**src/htsc_defines.svh**
```systemverilog
// Constants for the hub sideband control block.
// Assumes inclusion by its bare name from the package and modules.
`ifndef HTSC_DEFINES_SVH
`define HTSC_DEFINES_SVH
// Input synchroniser depth
`define HTSC_SYNC_STAGES 2
// Reset value of the control mode select bit (pull-down default)
`define HTSC_MODE_RST 1'b0
// Speed indicator levels
`define HTSC_SPEED_GEN1 1'b0
`define HTSC_SPEED_USB2 1'b1
// Input vector field positions
`define HTSC_IN_MODE 0
`define HTSC_IN_POL 1
`define HTSC_IN_ATT 2
`define HTSC_IN_ORI 3
`define HTSC_IN_ATA 4
`define HTSC_IN_ATB 5
`define HTSC_IN_W 6
`endif

```
**src/htsc_pkg.sv**
```systemverilog
// Types for the hub sideband control block.
// Assumes htsc_defines.svh is on the include path.
`include "htsc_defines.svh"
package htsc_pkg;
    // Host connection speed as seen by the hub core
    typedef enum logic [1:0] {
        HTSC_SPD_NONE = 2'b00,
        HTSC_SPD_GEN1 = 2'b01,
        HTSC_SPD_USB2 = 2'b10
    } htsc_speed_t;
    // Two-wire interface role
    typedef enum logic {
        HTSC_ROLE_TARGET = 1'b0,
        HTSC_ROLE_BRIDGE = 1'b1
    } htsc_role_t;
    // PHY enable pair
    typedef struct packed {
        logic phy_b;
        logic phy_a;
    } htsc_phy_en_t;
endpackage : htsc_pkg

```
**src/htsc_sync.sv**
```systemverilog
// Multi-bit two-flop synchroniser for static sideband levels.
// Assumes each bit is an independent slow level.
`include "htsc_defines.svh"
module htsc_sync #(
    parameter int WIDTH = `HTSC_IN_W
) (
    // Clock and reset
    input wire logic clk,
    input wire logic arst_n,
    // Raw and synchronised levels
    input wire logic [WIDTH-1:0] d,
    output logic [WIDTH-1:0] q
);
    logic [WIDTH-1:0] meta; // First stage, read only by second stage

    ////////////////////////////////////////////////////////////////////////
    // Two stages per bit
    genvar i;
    generate
        for (i = 0; i < WIDTH; i++) begin : g_bit
            always_ff @(posedge clk or negedge arst_n) begin
                if (!arst_n) begin
                    meta[i] <= 1'b0;
                    q[i] <= 1'b0;
                end else begin
                    meta[i] <= d[i];
                    q[i] <= meta[i];
                end
            end
        end
    endgenerate
endmodule : htsc_sync

```
**src/htsc_ctrl.sv**
```systemverilog
// Sideband control: connector mode/orientation, two-wire role, indicators.
// Assumes a 40 MHz clk; pins are plain synchronous-style ports.
`include "htsc_defines.svh"
module htsc_ctrl (
    // Clock and reset
    input wire logic clk,
    input wire logic arst_n,
    // Connector control inputs
    input wire logic control_mode_select,
    input wire logic attach_polarity_in,
    input wire logic attach_detect_in,
    input wire logic orientation_select_in,
    input wire logic orient_a_attach_in,
    input wire logic orient_b_attach_in,
    // Hub core status
    input wire htsc_pkg::htsc_speed_t host_speed,
    input wire logic usb2_suspended,
    input wire logic role_config,
    // PHY enables
    output htsc_pkg::htsc_phy_en_t phy_en,
    // Two-wire role
    output htsc_pkg::htsc_role_t twi_role,
    // Indicators (three-signal pins)
    output logic [1:0] speed_ind_out,
    output logic [1:0] speed_ind_oe,
    output logic suspend_indicator,
    output logic mode2_active
);
    import htsc_pkg::*;

    logic [`HTSC_IN_W-1:0] raw_in; // Raw sideband bundle
    logic [`HTSC_IN_W-1:0] syn_in; // Synchronised bundle
    logic mode2; // Control mode two selected
    logic inv; // Active-low interpretation
    logic att; // Attach, true polarity
    logic ori; // Orientation, true polarity
    logic ata; // Orientation A attach, true polarity
    logic atb; // Orientation B attach, true polarity
    htsc_phy_en_t next_phy_en; // Next PHY enables

    ////////////////////////////////////////////////////////////////////////
    // Bundle and synchronise; unconnected mode pin is pulled low outside
    assign raw_in = {orient_b_attach_in, orient_a_attach_in, orientation_select_in,
                     attach_detect_in, attach_polarity_in, control_mode_select};
    htsc_sync #(.WIDTH(`HTSC_IN_W)) u_sync (
        .clk(clk),
        .arst_n(arst_n),
        .d(raw_in),
        .q(syn_in)
    );

    ////////////////////////////////////////////////////////////////////////
    // Polarity interpretation
    assign mode2 = syn_in[`HTSC_IN_MODE];
    assign inv = syn_in[`HTSC_IN_POL];
    assign att = syn_in[`HTSC_IN_ATT] ^ inv;
    assign ori = syn_in[`HTSC_IN_ORI] ^ inv;
    assign ata = syn_in[`HTSC_IN_ATA] ^ inv;
    assign atb = syn_in[`HTSC_IN_ATB] ^ inv;

    ////////////////////////////////////////////////////////////////////////
    // PHY selection per mode
    always_comb begin
        next_phy_en = '0;
        if (mode2) begin
            // Each orientation PHY on only while its attach is present
            next_phy_en.phy_a = ata;
            next_phy_en.phy_b = atb;
        end else begin
            // Orientation picks the PHY, gated by attach
            next_phy_en.phy_b = att & ori;
            next_phy_en.phy_a = att & ~ori;
        end
    end

    // PHY enable register; reset holds all off
    always_ff @(posedge clk or negedge arst_n) begin
        if (!arst_n) begin
            phy_en <= '0;
            mode2_active <= `HTSC_MODE_RST;
        end else begin
            phy_en <= next_phy_en;
            mode2_active <= mode2;
        end
    end

    ////////////////////////////////////////////////////////////////////////
    // Two-wire role from configuration
    always_ff @(posedge clk or negedge arst_n) begin
        if (!arst_n) begin
            twi_role <= HTSC_ROLE_TARGET;
        end else begin
            twi_role <= role_config ? HTSC_ROLE_BRIDGE : HTSC_ROLE_TARGET;
        end
    end

    ////////////////////////////////////////////////////////////////////////
    // Speed indicators: released when no host is connected
    always_ff @(posedge clk or negedge arst_n) begin
        if (!arst_n) begin
            speed_ind_out <= '0;
            speed_ind_oe <= '0;
        end else begin
            unique case (host_speed)
                HTSC_SPD_GEN1: begin
                    speed_ind_out <= {2{`HTSC_SPEED_GEN1}};
                    speed_ind_oe <= 2'h3;
                end
                HTSC_SPD_USB2: begin
                    speed_ind_out <= {2{`HTSC_SPEED_USB2}};
                    speed_ind_oe <= 2'h3;
                end
                default: begin
                    // Not connected or illegal code: float
                    speed_ind_out <= '0;
                    speed_ind_oe <= '0;
                end
            endcase
        end
    end

    ////////////////////////////////////////////////////////////////////////
    // Suspend indicator
    always_ff @(posedge clk or negedge arst_n) begin
        if (!arst_n) begin
            suspend_indicator <= 1'b0;
        end else begin
            suspend_indicator <= usb2_suspended;
        end
    end

    ////////////////////////////////////////////////////////////////////////
    // Checks
    property p_mode1_b;
        @(posedge clk) disable iff (!arst_n)
        (arst_n && !control_mode_select && !attach_polarity_in && attach_detect_in
         && orientation_select_in)[*4] |-> phy_en == 2'b10;
    endproperty
    a_mode1_b: assert property (p_mode1_b) else $error("mode1 PHY B not chosen");
    property p_mode1_a;
        @(posedge clk) disable iff (!arst_n)
        (arst_n && !control_mode_select && !attach_polarity_in && attach_detect_in
         && !orientation_select_in)[*4] |-> phy_en == 2'b01;
    endproperty
    a_mode1_a: assert property (p_mode1_a) else $error("mode1 PHY A not chosen");
    property p_mode2;
        @(posedge clk) disable iff (!arst_n)
        (arst_n && control_mode_select && !attach_polarity_in)[*4] |->
        phy_en == {$past(orient_b_attach_in, 3), $past(orient_a_attach_in, 3)};
    endproperty
    a_mode2: assert property (p_mode2) else $error("mode2 PHY enables wrong");
    property p_inv;
        @(posedge clk) disable iff (!arst_n)
        (arst_n && control_mode_select && attach_polarity_in)[*4] |->
        phy_en == ~{$past(orient_b_attach_in, 3), $past(orient_a_attach_in, 3)};
    endproperty
    a_inv: assert property (p_inv) else $error("inverted polarity wrong");
    property p_onehot1;
        @(posedge clk) disable iff (!arst_n)
        (arst_n && !control_mode_select)[*4] |-> phy_en != 2'b11;
    endproperty
    a_onehot1: assert property (p_onehot1) else $error("mode1 both PHYs on");
    property p_mode_flag;
        @(posedge clk) disable iff (!arst_n)
        (arst_n && control_mode_select)[*4] |-> mode2_active;
    endproperty
    a_mode_flag: assert property (p_mode_flag) else $error("mode2 flag not set");
    property p_speed;
        @(posedge clk) disable iff (!arst_n)
        arst_n && host_speed == HTSC_SPD_GEN1 |=>
        speed_ind_oe == 2'h3 && speed_ind_out == 2'h0;
    endproperty
    a_speed: assert property (p_speed) else $error("gen1 indicator wrong");
    property p_float;
        @(posedge clk) disable iff (!arst_n)
        arst_n && host_speed == HTSC_SPD_NONE |=> speed_ind_oe == 2'h0;
    endproperty
    a_float: assert property (p_float) else $error("indicator not floated");
    property p_susp;
        @(posedge clk) disable iff (!arst_n)
        arst_n |=> suspend_indicator == $past(usb2_suspended);
    endproperty
    a_susp: assert property (p_susp) else $error("suspend indicator lag");
    property p_role;
        @(posedge clk) disable iff (!arst_n)
        arst_n |=> (twi_role == HTSC_ROLE_BRIDGE) == $past(role_config);
    endproperty
    a_role: assert property (p_role) else $error("role mismatch");
    // Mode one with active-low pins: both pins low means attached, PHY B
    property p_inv1;
        @(posedge clk) disable iff (!arst_n)
        (arst_n && !control_mode_select && attach_polarity_in && !attach_detect_in
         && !orientation_select_in)[*4] |-> phy_en == 2'b10;
    endproperty
    a_inv1: assert property (p_inv1) else $error("mode1 inverted PHY B not chosen");
    // Mode one without attach keeps both PHYs off
    property p_detach1;
        @(posedge clk) disable iff (!arst_n)
        (arst_n && !control_mode_select && !attach_polarity_in
         && !attach_detect_in)[*4] |-> phy_en == 2'b00;
    endproperty
    a_detach1: assert property (p_detach1) else $error("mode1 PHY on without attach");
    // Legacy-speed host drives both indicators high
    property p_usb2;
        @(posedge clk) disable iff (!arst_n)
        arst_n && host_speed == HTSC_SPD_USB2 |=>
        speed_ind_oe == 2'h3 && speed_ind_out == 2'h3;
    endproperty
    a_usb2: assert property (p_usb2) else $error("usb2 indicator wrong");
    // Unused speed code floats the indicators
    property p_bad_speed;
        @(posedge clk) disable iff (!arst_n)
        arst_n && host_speed == 2'b11 |=> speed_ind_oe == 2'h0;
    endproperty
    a_bad_speed: assert property (p_bad_speed) else $error("illegal speed not floated");
    c_m1b: cover property (@(posedge clk) disable iff (!arst_n) phy_en == 2'b10 && !mode2_active);
    c_m2a: cover property (@(posedge clk) disable iff (!arst_n) phy_en == 2'b01 && mode2_active);
    c_usb2: cover property (@(posedge clk) disable iff (!arst_n) speed_ind_out == 2'h3);
    c_susp: cover property (@(posedge clk) disable iff (!arst_n) $rose(suspend_indicator));
    c_inv1: cover property (@(posedge clk) disable iff (!arst_n) phy_en == 2'b10 && attach_polarity_in);
endmodule : htsc_ctrl

```
**config.mk**
```make
export PLATFORM = sky130hd
export DESIGN_NAME = htsc_ctrl
export DESIGN_NICKNAME = d
export VERILOG_FILES = /design/src/htsc_pkg.sv /design/src/htsc_sync.sv /design/src/htsc_ctrl.sv
export VERILOG_INCLUDE_DIRS = /design/src
export SDC_FILE = /design/constraint.sdc
export NUM_CORES = 1
export LEC_CHECK = 0
export BUFFER_PORTS_ARGS = -buffer_cell sky130_fd_sc_hd__buf_4
export CAP_MARGIN = 20
export CORE_ASPECT_RATIO = 1.1
export CORE_UTILIZATION = 25
export DETAILED_ROUTE_END_ITERATION = 8
export GPL_ROUTABILITY_DRIVEN = 0
export PLACE_DENSITY = 0.45
export REMOVE_ABC_BUFFERS = 1
export SLEW_MARGIN = 20
export SYNTH_ARGS = -nofsm -noshare
export SYNTH_HDL_FRONTEND = slang
export SYNTH_SLANG_ARGS = --single-unit
```
**constraint.sdc**
```tcl
create_clock -name clk -period 1.25 [get_ports clk]
set_input_delay 0.1875 -clock clk [delete_from_list [all_inputs] [get_ports clk]]
set_output_delay 0.1875 -clock clk [all_outputs]
set_load 0.005 [all_outputs]
```
**After elaboration in Yosys (flattened, before gate mapping)**

Cells that the tools add are included.

- Output and inout bits: 9
- Input port bits: 12
- Flip-flop bits (word level): 21

- Equal/unequal tests: 2
- Multiplexer cells: 4
- Reduce and logical (&&, ||, !) cells: 1
- Bitwise gates (word level): 7

Operators with widths:

| kind | number |
|---|---|
| $mux 2 | 3 |
| $xor 1x1->1 | 4 |
| $and 1x1->1 | 2 |
| $eq 2x1->1 const B | 1 |
| $eq 2x2->1 const B | 1 |
| $reduce_or 2->1 | 1 |
| $mux 1 | 1 |
| $not 1->1 | 1 |

**Depth between registers and ports, before layout**

Gate-level depths: netlist of the first run.

- Depth after elaboration: 4
- Mapped depth: 3
- Gate-level depth less buffers: 3

**Cells and area by module**

A second synthesis of the first run with hierarchy kept.

- Cell total of the unflattened synthesis: 34
- Area total of the unflattened synthesis: 584.3 sq um

By module, submodules not included:

| module | sequential area each (sq um) | instances | area an instance (sq um) | cells each |
|---|---|---|---|---|
| htsc_sync | 300.3 | 1 | 300.3 | 12 |
| htsc_ctrl | 175.2 | 1 | 284.0 | 22 |

**Worst setup path after synthesis of the first run**

No wires, ideal clock.

- Path kind: reg2reg
- Start point: reg u_sync.q[0]
- End point: reg phy_en[0] (netlist bit)
- Arrival: 0.947 ns
- Data required time: 1.164 ns
- Cell stages (with the launch flop): 3
- Period minus slack after synthesis: 1.033 ns
- Path slack: 0.217 ns
- Library setup time: 0.086 ns
- Path through: dfrtp_1 > or3b_1 > a32oi_1

RTL lines:

| element | RTL line | source |
|---|---|---|
| from (decl) | htsc_sync.sv:12 | `output logic [WIDTH-1:0] q` |
| from (signal, indexed assignment) | htsc_sync.sv:27 | `q[i] <= meta[i];` |
| to (signal assigned) | htsc_ctrl.sv:82 | `phy_en <= next_phy_en;` |
| to (decl) | htsc_ctrl.sv:20 | `output htsc_pkg::htsc_phy_en_t phy_en,` |

==> results.txt, run 1 <==
# nets final = 79
Vias in the first global route = 353
Syn avg cell area = 17.2 sq um
Worst-path fanout max = 9
Top delay family on crit path = flip-flops
F_max = 0.900 GHz
Layout cells sized above 1 = 0.369
Routed vias/inst = 3.93
Tmin final = 1.11 ns
Critical path data required time = 1.46 ns
Reg2Reg Setup Slack = 0.14 ns
Slowest cell on crit path = dfrtp_1
Critical path endpoint category = flop
Critical Path Source Type = flop
WHS Path Cells = 2
Top sig layer = met4
H-tree depth = 1
Die Area = 2530 sq um
Fillers = 214
WL met2 = 410 microns
Met3 wire length = 48 microns
Worst-Margin Slew = 0.232 ns
Final hold vios = 0
Arr. time, crit path = 1.32 ns
DRT iter0 DRCs = 2
Total CTS buffers = 3
Slew Limit Headroom = 0.845
DR WL/cell = 8.54 microns
Total of max-cap violations = 0
Status = finished clean
Seq. cell area = 475 sq um
Clock root cell = clkbuf_4
Crit-path max cell delay = 0.45 ns
CP Depth = 2
Cell Rows = 18
Cells after synthesis = 34
Largest net degree at the start of global routing = 20
Grt ovf = 0
Post-route ant nets = 0
Crit-path cells = or3b_1, a32oi_1
Antenna Cells = 0
CTS sink cnt = 19
Core ar. = 2230 sq um
Synth cell types = 10
Worst-path clk slew = 0.11 ns
Post-layout util = 0.392
Max rail drop VDD = 687 uV
P&R area growth vs syn = 49.7%
Multi-input logic area = 86.3 sq um
Max Transition Viols Final = 0
Post-Route WL = 811 microns
Post_cts resized = 0
Starting Density = 0.262
Warnings, synthesis = 0
Port Buffers = 20
I/O pin count = 21
Critical Path Sink = phy_en[0]
Reg2Reg Depth = 2
Beginning of the worst register-to-register path = u_sync.q[0]
Die H = 52.7 microns
Critical Setup Path Class = reg -> reg
# DRC = 0
CTS tree = yes
Clk buf depth = 2
Clock skew = 0.0115 ns
First-pass GRT wire length = 1.39 mm
Clock latency on the worst-skew pair = 0.29 ns
Sequential element share of the synthesized area = 0.814
GRT Total Usage = 0.0818
Hold Path Class = in -> reg
Synth Register Bits = 19
Final setup viols = 0
Setup TNS = 0 ns
Die Width = 48.1 microns
RSZ-0062 raised after global routing = no
Static Leak = 0.415 nW
Mapped cell area = 584 sq um
PwrDens = 1230 nW/um^2
Bufs and invs on worst path = 0
M1 wire length = 334 microns
Vias = 373
Reg-to-Reg End = phy_en[0]
Initial antenna violation count = 0
Final worst path period share = 0.889
Drt first pass iters = 4
Crit. Startpoint = u_sync.q[0]
==> Yosys cell counts <==
master	n	share of area
or2b_1	2	0.026
or3_1	1	0.011
nand3b_1	1	0.013
dfrtp_1	19	0.81
buf_4	2	0.026
inv_1	2	0.013
or3b_1	2	0.030
a21oi_1	2	0.017
a32oi_1	2	0.030
ha_1	1	0.021
==> final cells by class <==
type,count,share of cell area
inverters,2,0.00858
clock buffers,3,0.0258
repair buffers,29,0.275
clock inverters,1,0.00572
well taps,30,0.0429
flip-flops and latches,19,0.544
multi-input cells,11,0.0987
==> per-layer routing <==
| layer | track usage | vias up |
|---|---|---|
| met1 | 0.0897 | 182 |
| met2 | 0.133 | 16 |
| met5 | 0 | - |
| li1 | - | 173 |
| met4 | 0.0556 | 0 |
| met3 | 0.0207 | 2 |
==> through the flow <==
stage / total power [mW] / setup WS (ns) / instances / hold slack (ns) / cell area, sq um
6_report: 1.08 / 0.139 / 95 / 0.114 / 875
5_1_grt: 1.13 / 0.0211 / 95 / 0.114 / 875
4_1_cts: 1.09 / 0.124 / 95 / 0.114 / 875
3_5_place_dp: 0.769 / 0.145 / 82 / 0.0736 / 757
3_3_place_gp: 0.767 / 0.186 / 82 / 0.0729 / 757
2_1_floorplan: 0.694 / 0.217 / 32 / -0.108 / 569
==> flip-flops by register name (all words and copies together), names as in the netlist <==
signal and count:
u_sync.meta 6, speed_ind_out 1, phy_en 2, twi_role 1, suspend_indicator 1, u_sync.q 6
speed_ind_oe 1, mode2_active 1
==> power by group <==
part | switching, mW | total, mW | internal, mW
logic | 0.0346 | 0.109 | 0.0749
clock network | 0.182 | 0.301 | 0.119
registers | 0.0165 | 0.666 | 0.650
==> cell families after synthesis <==
kind of cell | count (synthesis) | share of synthesized area
AO/OA/AOI/OAI | 4 | 0.0471
AND/OR/NAND/NOR | 6 | 0.0792
adder cells (fa/ha/maj) | 1 | 0.0214
flip-flops | 19 | 0.814
buffers and inverters | 4 | 0.0385
==> worst min path at each step <==
stage                        startpoint  slack [ns]          endpoint
after floorplan                  arst_n       -0.11      mode2_active
after global placement           arst_n        0.07         phy_en[0]
after detailed placement         arst_n        0.07         phy_en[0]
after CTS                 host_speed[1]        0.11  speed_ind_out[0]
after global routing      host_speed[1]        0.11  speed_ind_out[0]
final                     host_speed[1]        0.11  speed_ind_out[0]
==> cell usage in the layout, fill, tap and decap left out <==
| cell type | count |
|---|---|
| a21oi_1 | 2 |
| a32oi_1 | 2 |
| buf_4 | 20 |
| clkbuf_4 | 3 |
| clkinv_2 | 1 |
| dfrtp_1 | 19 |
| dlygate4sd3_1 | 9 |
| ha_1 | 1 |
| inv_1 | 2 |
| nand3b_1 | 1 |
| or2b_1 | 2 |
| or3_1 | 1 |
| or3b_1 | 2 |
==> timing repair <==
item	in CTS	in global routing
hold endpoints to repair	27	0
buffers inserted	0	0
hold buffers	9	0
No activity file was read; power rests on OpenSTA's default activity.
==> run 2: changes to the inputs <==
CELL_PAD_IN_SITES_DETAIL_PLACEMENT = 0   (was not set)
CELL_PAD_IN_SITES_GLOBAL_PLACEMENT = 1   (was not set)
PLACE_DENSITY = 0.53   (was 0.45)
clock period = 1.1 ns   (was 1.25 ns; I/O delays follow)
==> run 2 against run 1 <==
  * Non-clock buffer count up 2
  * Critical path type unchanged
  * Clock power up 14%
  * Critical path depth unchanged
  * Utilization up 0.67 points
  * Register-to-register slack worse by 0.09 ns
  * Die area unchanged
  * Critical endpoint unchanged
  * Maximum frequency up 5.7%
  * Power up 14%
  * Via count down 5.6%
==> results.txt, run 2 (same netlist as run 1, synthesis figures left out) <==
Fillers = 207 (-3.3%)
Clock root cell = clkbuf_4
Layout cells sized above 1 = 0.388 (+0.0188)
Worst-path clk slew = 0.11 ns (about the same)
Clk buf depth = 2 (unchanged)
Max Transition Viols Final = 0 (unchanged)
Post-Route WL = 839 microns (+3.5%)
Grt ovf = 0 (unchanged)
Port Buffers = 20 (unchanged)
DR WL/cell = 8.65 microns (+1.3%)
RSZ-0062 raised after global routing = yes
Final hold vios = 0 (unchanged)
Final setup viols = 0 (unchanged)
Total CTS buffers = 3 (unchanged)
PwrDens = 1380 nW/um^2 (+12%)
# nets final = 81 (+2.5%)
Cell Int Power = 0.962 mW (+14%)
Worst slack, placed = 0.00685 ns (-0.138 ns)
Post-layout util = 0.399 (+0.00673)
Most common cell after layout, fill and taps aside = buf_4
Clock skew = 0.00286 ns (-0.00866 ns)
Most frequent cells in the layout = buf_4, dfrtp_1, dlygate4sd3_1
Slew Limit Headroom = 0.844 (-0.00115)
Die Width = 48.1 microns (unchanged)
Critical Path Source Type = flop
Routed vias/inst = 3.63 (-7.6%)
Vias in the first global route = 320 (-9.3%)
Die H = 52.7 microns (unchanged)
Setup TNS = 0 ns (unchanged)
Hold Worst Slack = 0.105 ns (-0.00908 ns)
Max rail drop VDD = 766 uV (+11%)
Post-route ant nets = 0 (unchanged)
Worst-path fanout max = 6 (-3)
Total of max-cap violations = 0 (unchanged)
Initial antenna violation count = 0 (unchanged)
Hold Path Class = in -> reg
Die Area = 2530 sq um (unchanged)
Comb pwr share = 0.107 (+0.005)
Cell Rows = 18 (unchanged)
H-tree depth = 1 (unchanged)
Antenna Cells = 0 (unchanged)
Clock latency on the worst-skew pair = 0.29 ns (about the same)
Final worst setup slack = 0.0494 ns (-0.0897 ns)
First-pass GRT wire length = 1.27 mm (-8.9%)
Switching share of total power = 0.216 (-0.000374)
Critical path data required time = 1.32 ns (-0.14 ns)
CTS sink cnt = 19 (unchanged)
Post-DP HPWL = 520 microns
Tmin final = 1.05 ns (-0.0603 ns)
Status = finished clean
DRT iter0 DRCs = 1 (-1)
Worst-Margin Slew = 0.234 ns (+0.00173 ns)
GRT Total Usage = 0.0785 (-0.00336)
Static Leak = 0.425 nW (+2.3%)
Final worst path period share = 0.955 (+0.0663)
Starting Density = 0.262 (unchanged)
# DRC = 0 (unchanged)
Net Sw Power = 0.265 mW (+14%)
Drt first pass iters = 2 (-2)
I/O pin count = 21 (unchanged)
Overall power = 1.23 mW (+14%)
F_max = 0.952 GHz (+5.7%)
Arr. time, crit path = 1.27 ns (-0.05 ns)
CTS tree = yes
Sequential power share = 0.615 (-0.004)
Critical path endpoint category = flop
P&R area growth vs syn = 52.2%
Core ar. = 2230 sq um (unchanged)
Largest net degree at the start of global routing = 20 (unchanged)
Vias = 352 (-5.6%)
Critical Setup Path Class = reg -> reg
Largest regs = u_sync.meta x6, u_sync.q x6, phy_en x2
Clock network fraction of design power = 0.278 (-0.002)
run 2: cell types whose count changed in the layout (fill, tap and decap cells not counted), sizes merged:
| cell | change |
|---|---|
| buf | +2 |
run 2: per-stage QoR:
step | instances | instance area [sq um]
after detailed placement | 82 | 757
after global routing | 97 | 890
after global placement | 82 | 757
after CTS | 97 | 890
after floorplan | 32 | 569
final | 97 | 890
run 2: path summary, 6_finish.rpt:
kind                                     start          endpoint  slack, ns  depth (start not counted)
max in group asynchronous               arst_n  speed_ind_out[0]       0.64                          2
min in group asynchronous               arst_n      mode2_active       0.27                          2
worst max-delay path               u_sync.q[0]         phy_en[0]       0.05                          2
worst min register to register  u_sync.meta[3]       u_sync.q[3]       0.36                          0
worst max register to register     u_sync.q[0]         phy_en[0]       0.05                          2
worst min-delay path             host_speed[1]  speed_ind_out[0]       0.11                          2
run 2: timing repair:
item | 4_1_cts | 5_1_grt
hold buffers | 9 | 0
pin swaps | 0 | 4
hold endpoints to repair | 27 | 0
setup buffers | 2 | 0
setup endpoints to repair | 2 | 2
gates resized for setup | 0 | 0
run 2: final cells by class:
type	instances	area [sq um]	area share
clock inverter	1	5.00	0.00563
tap	30	37.5	0.0422
multi-input combinational	11	86.3	0.0970
clock buffer	3	22.5	0.0253
sequential	19	475	0.534
timing repair buffer	31	255	0.287
inverter	2	7.51	0.00844
run 2: per-layer routing:
layer	wire length, microns	GRT usage	share of wire	vias to the layer above
li1	-	-	-	178
met1	336	0.0857	0.40	161
met5	0	0	0	-
met2	459	0.119	0.55	13
met3	44	0.0207	0.052	0
met4	0	0.0694	0	0
run 2: critical path, cell delays in order (launching register included):
cell and delay (ns):
dfrtp_1 0.43, or3b_1 0.36, a32oi_1 0.19
run 2: power groups by stage:
stage / clock, mW / sequential [mW] / combinational [mW]
floorplan: 0 / 0.771 / 0.0180
CTS: 0.360 / 0.756 / 0.133
finish: 0.342 / 0.755 / 0.131
detailed placement: 0 / 0.771 / 0.102
global placement: 0 / 0.770 / 0.100
global route: 0.390 / 0.760 / 0.146
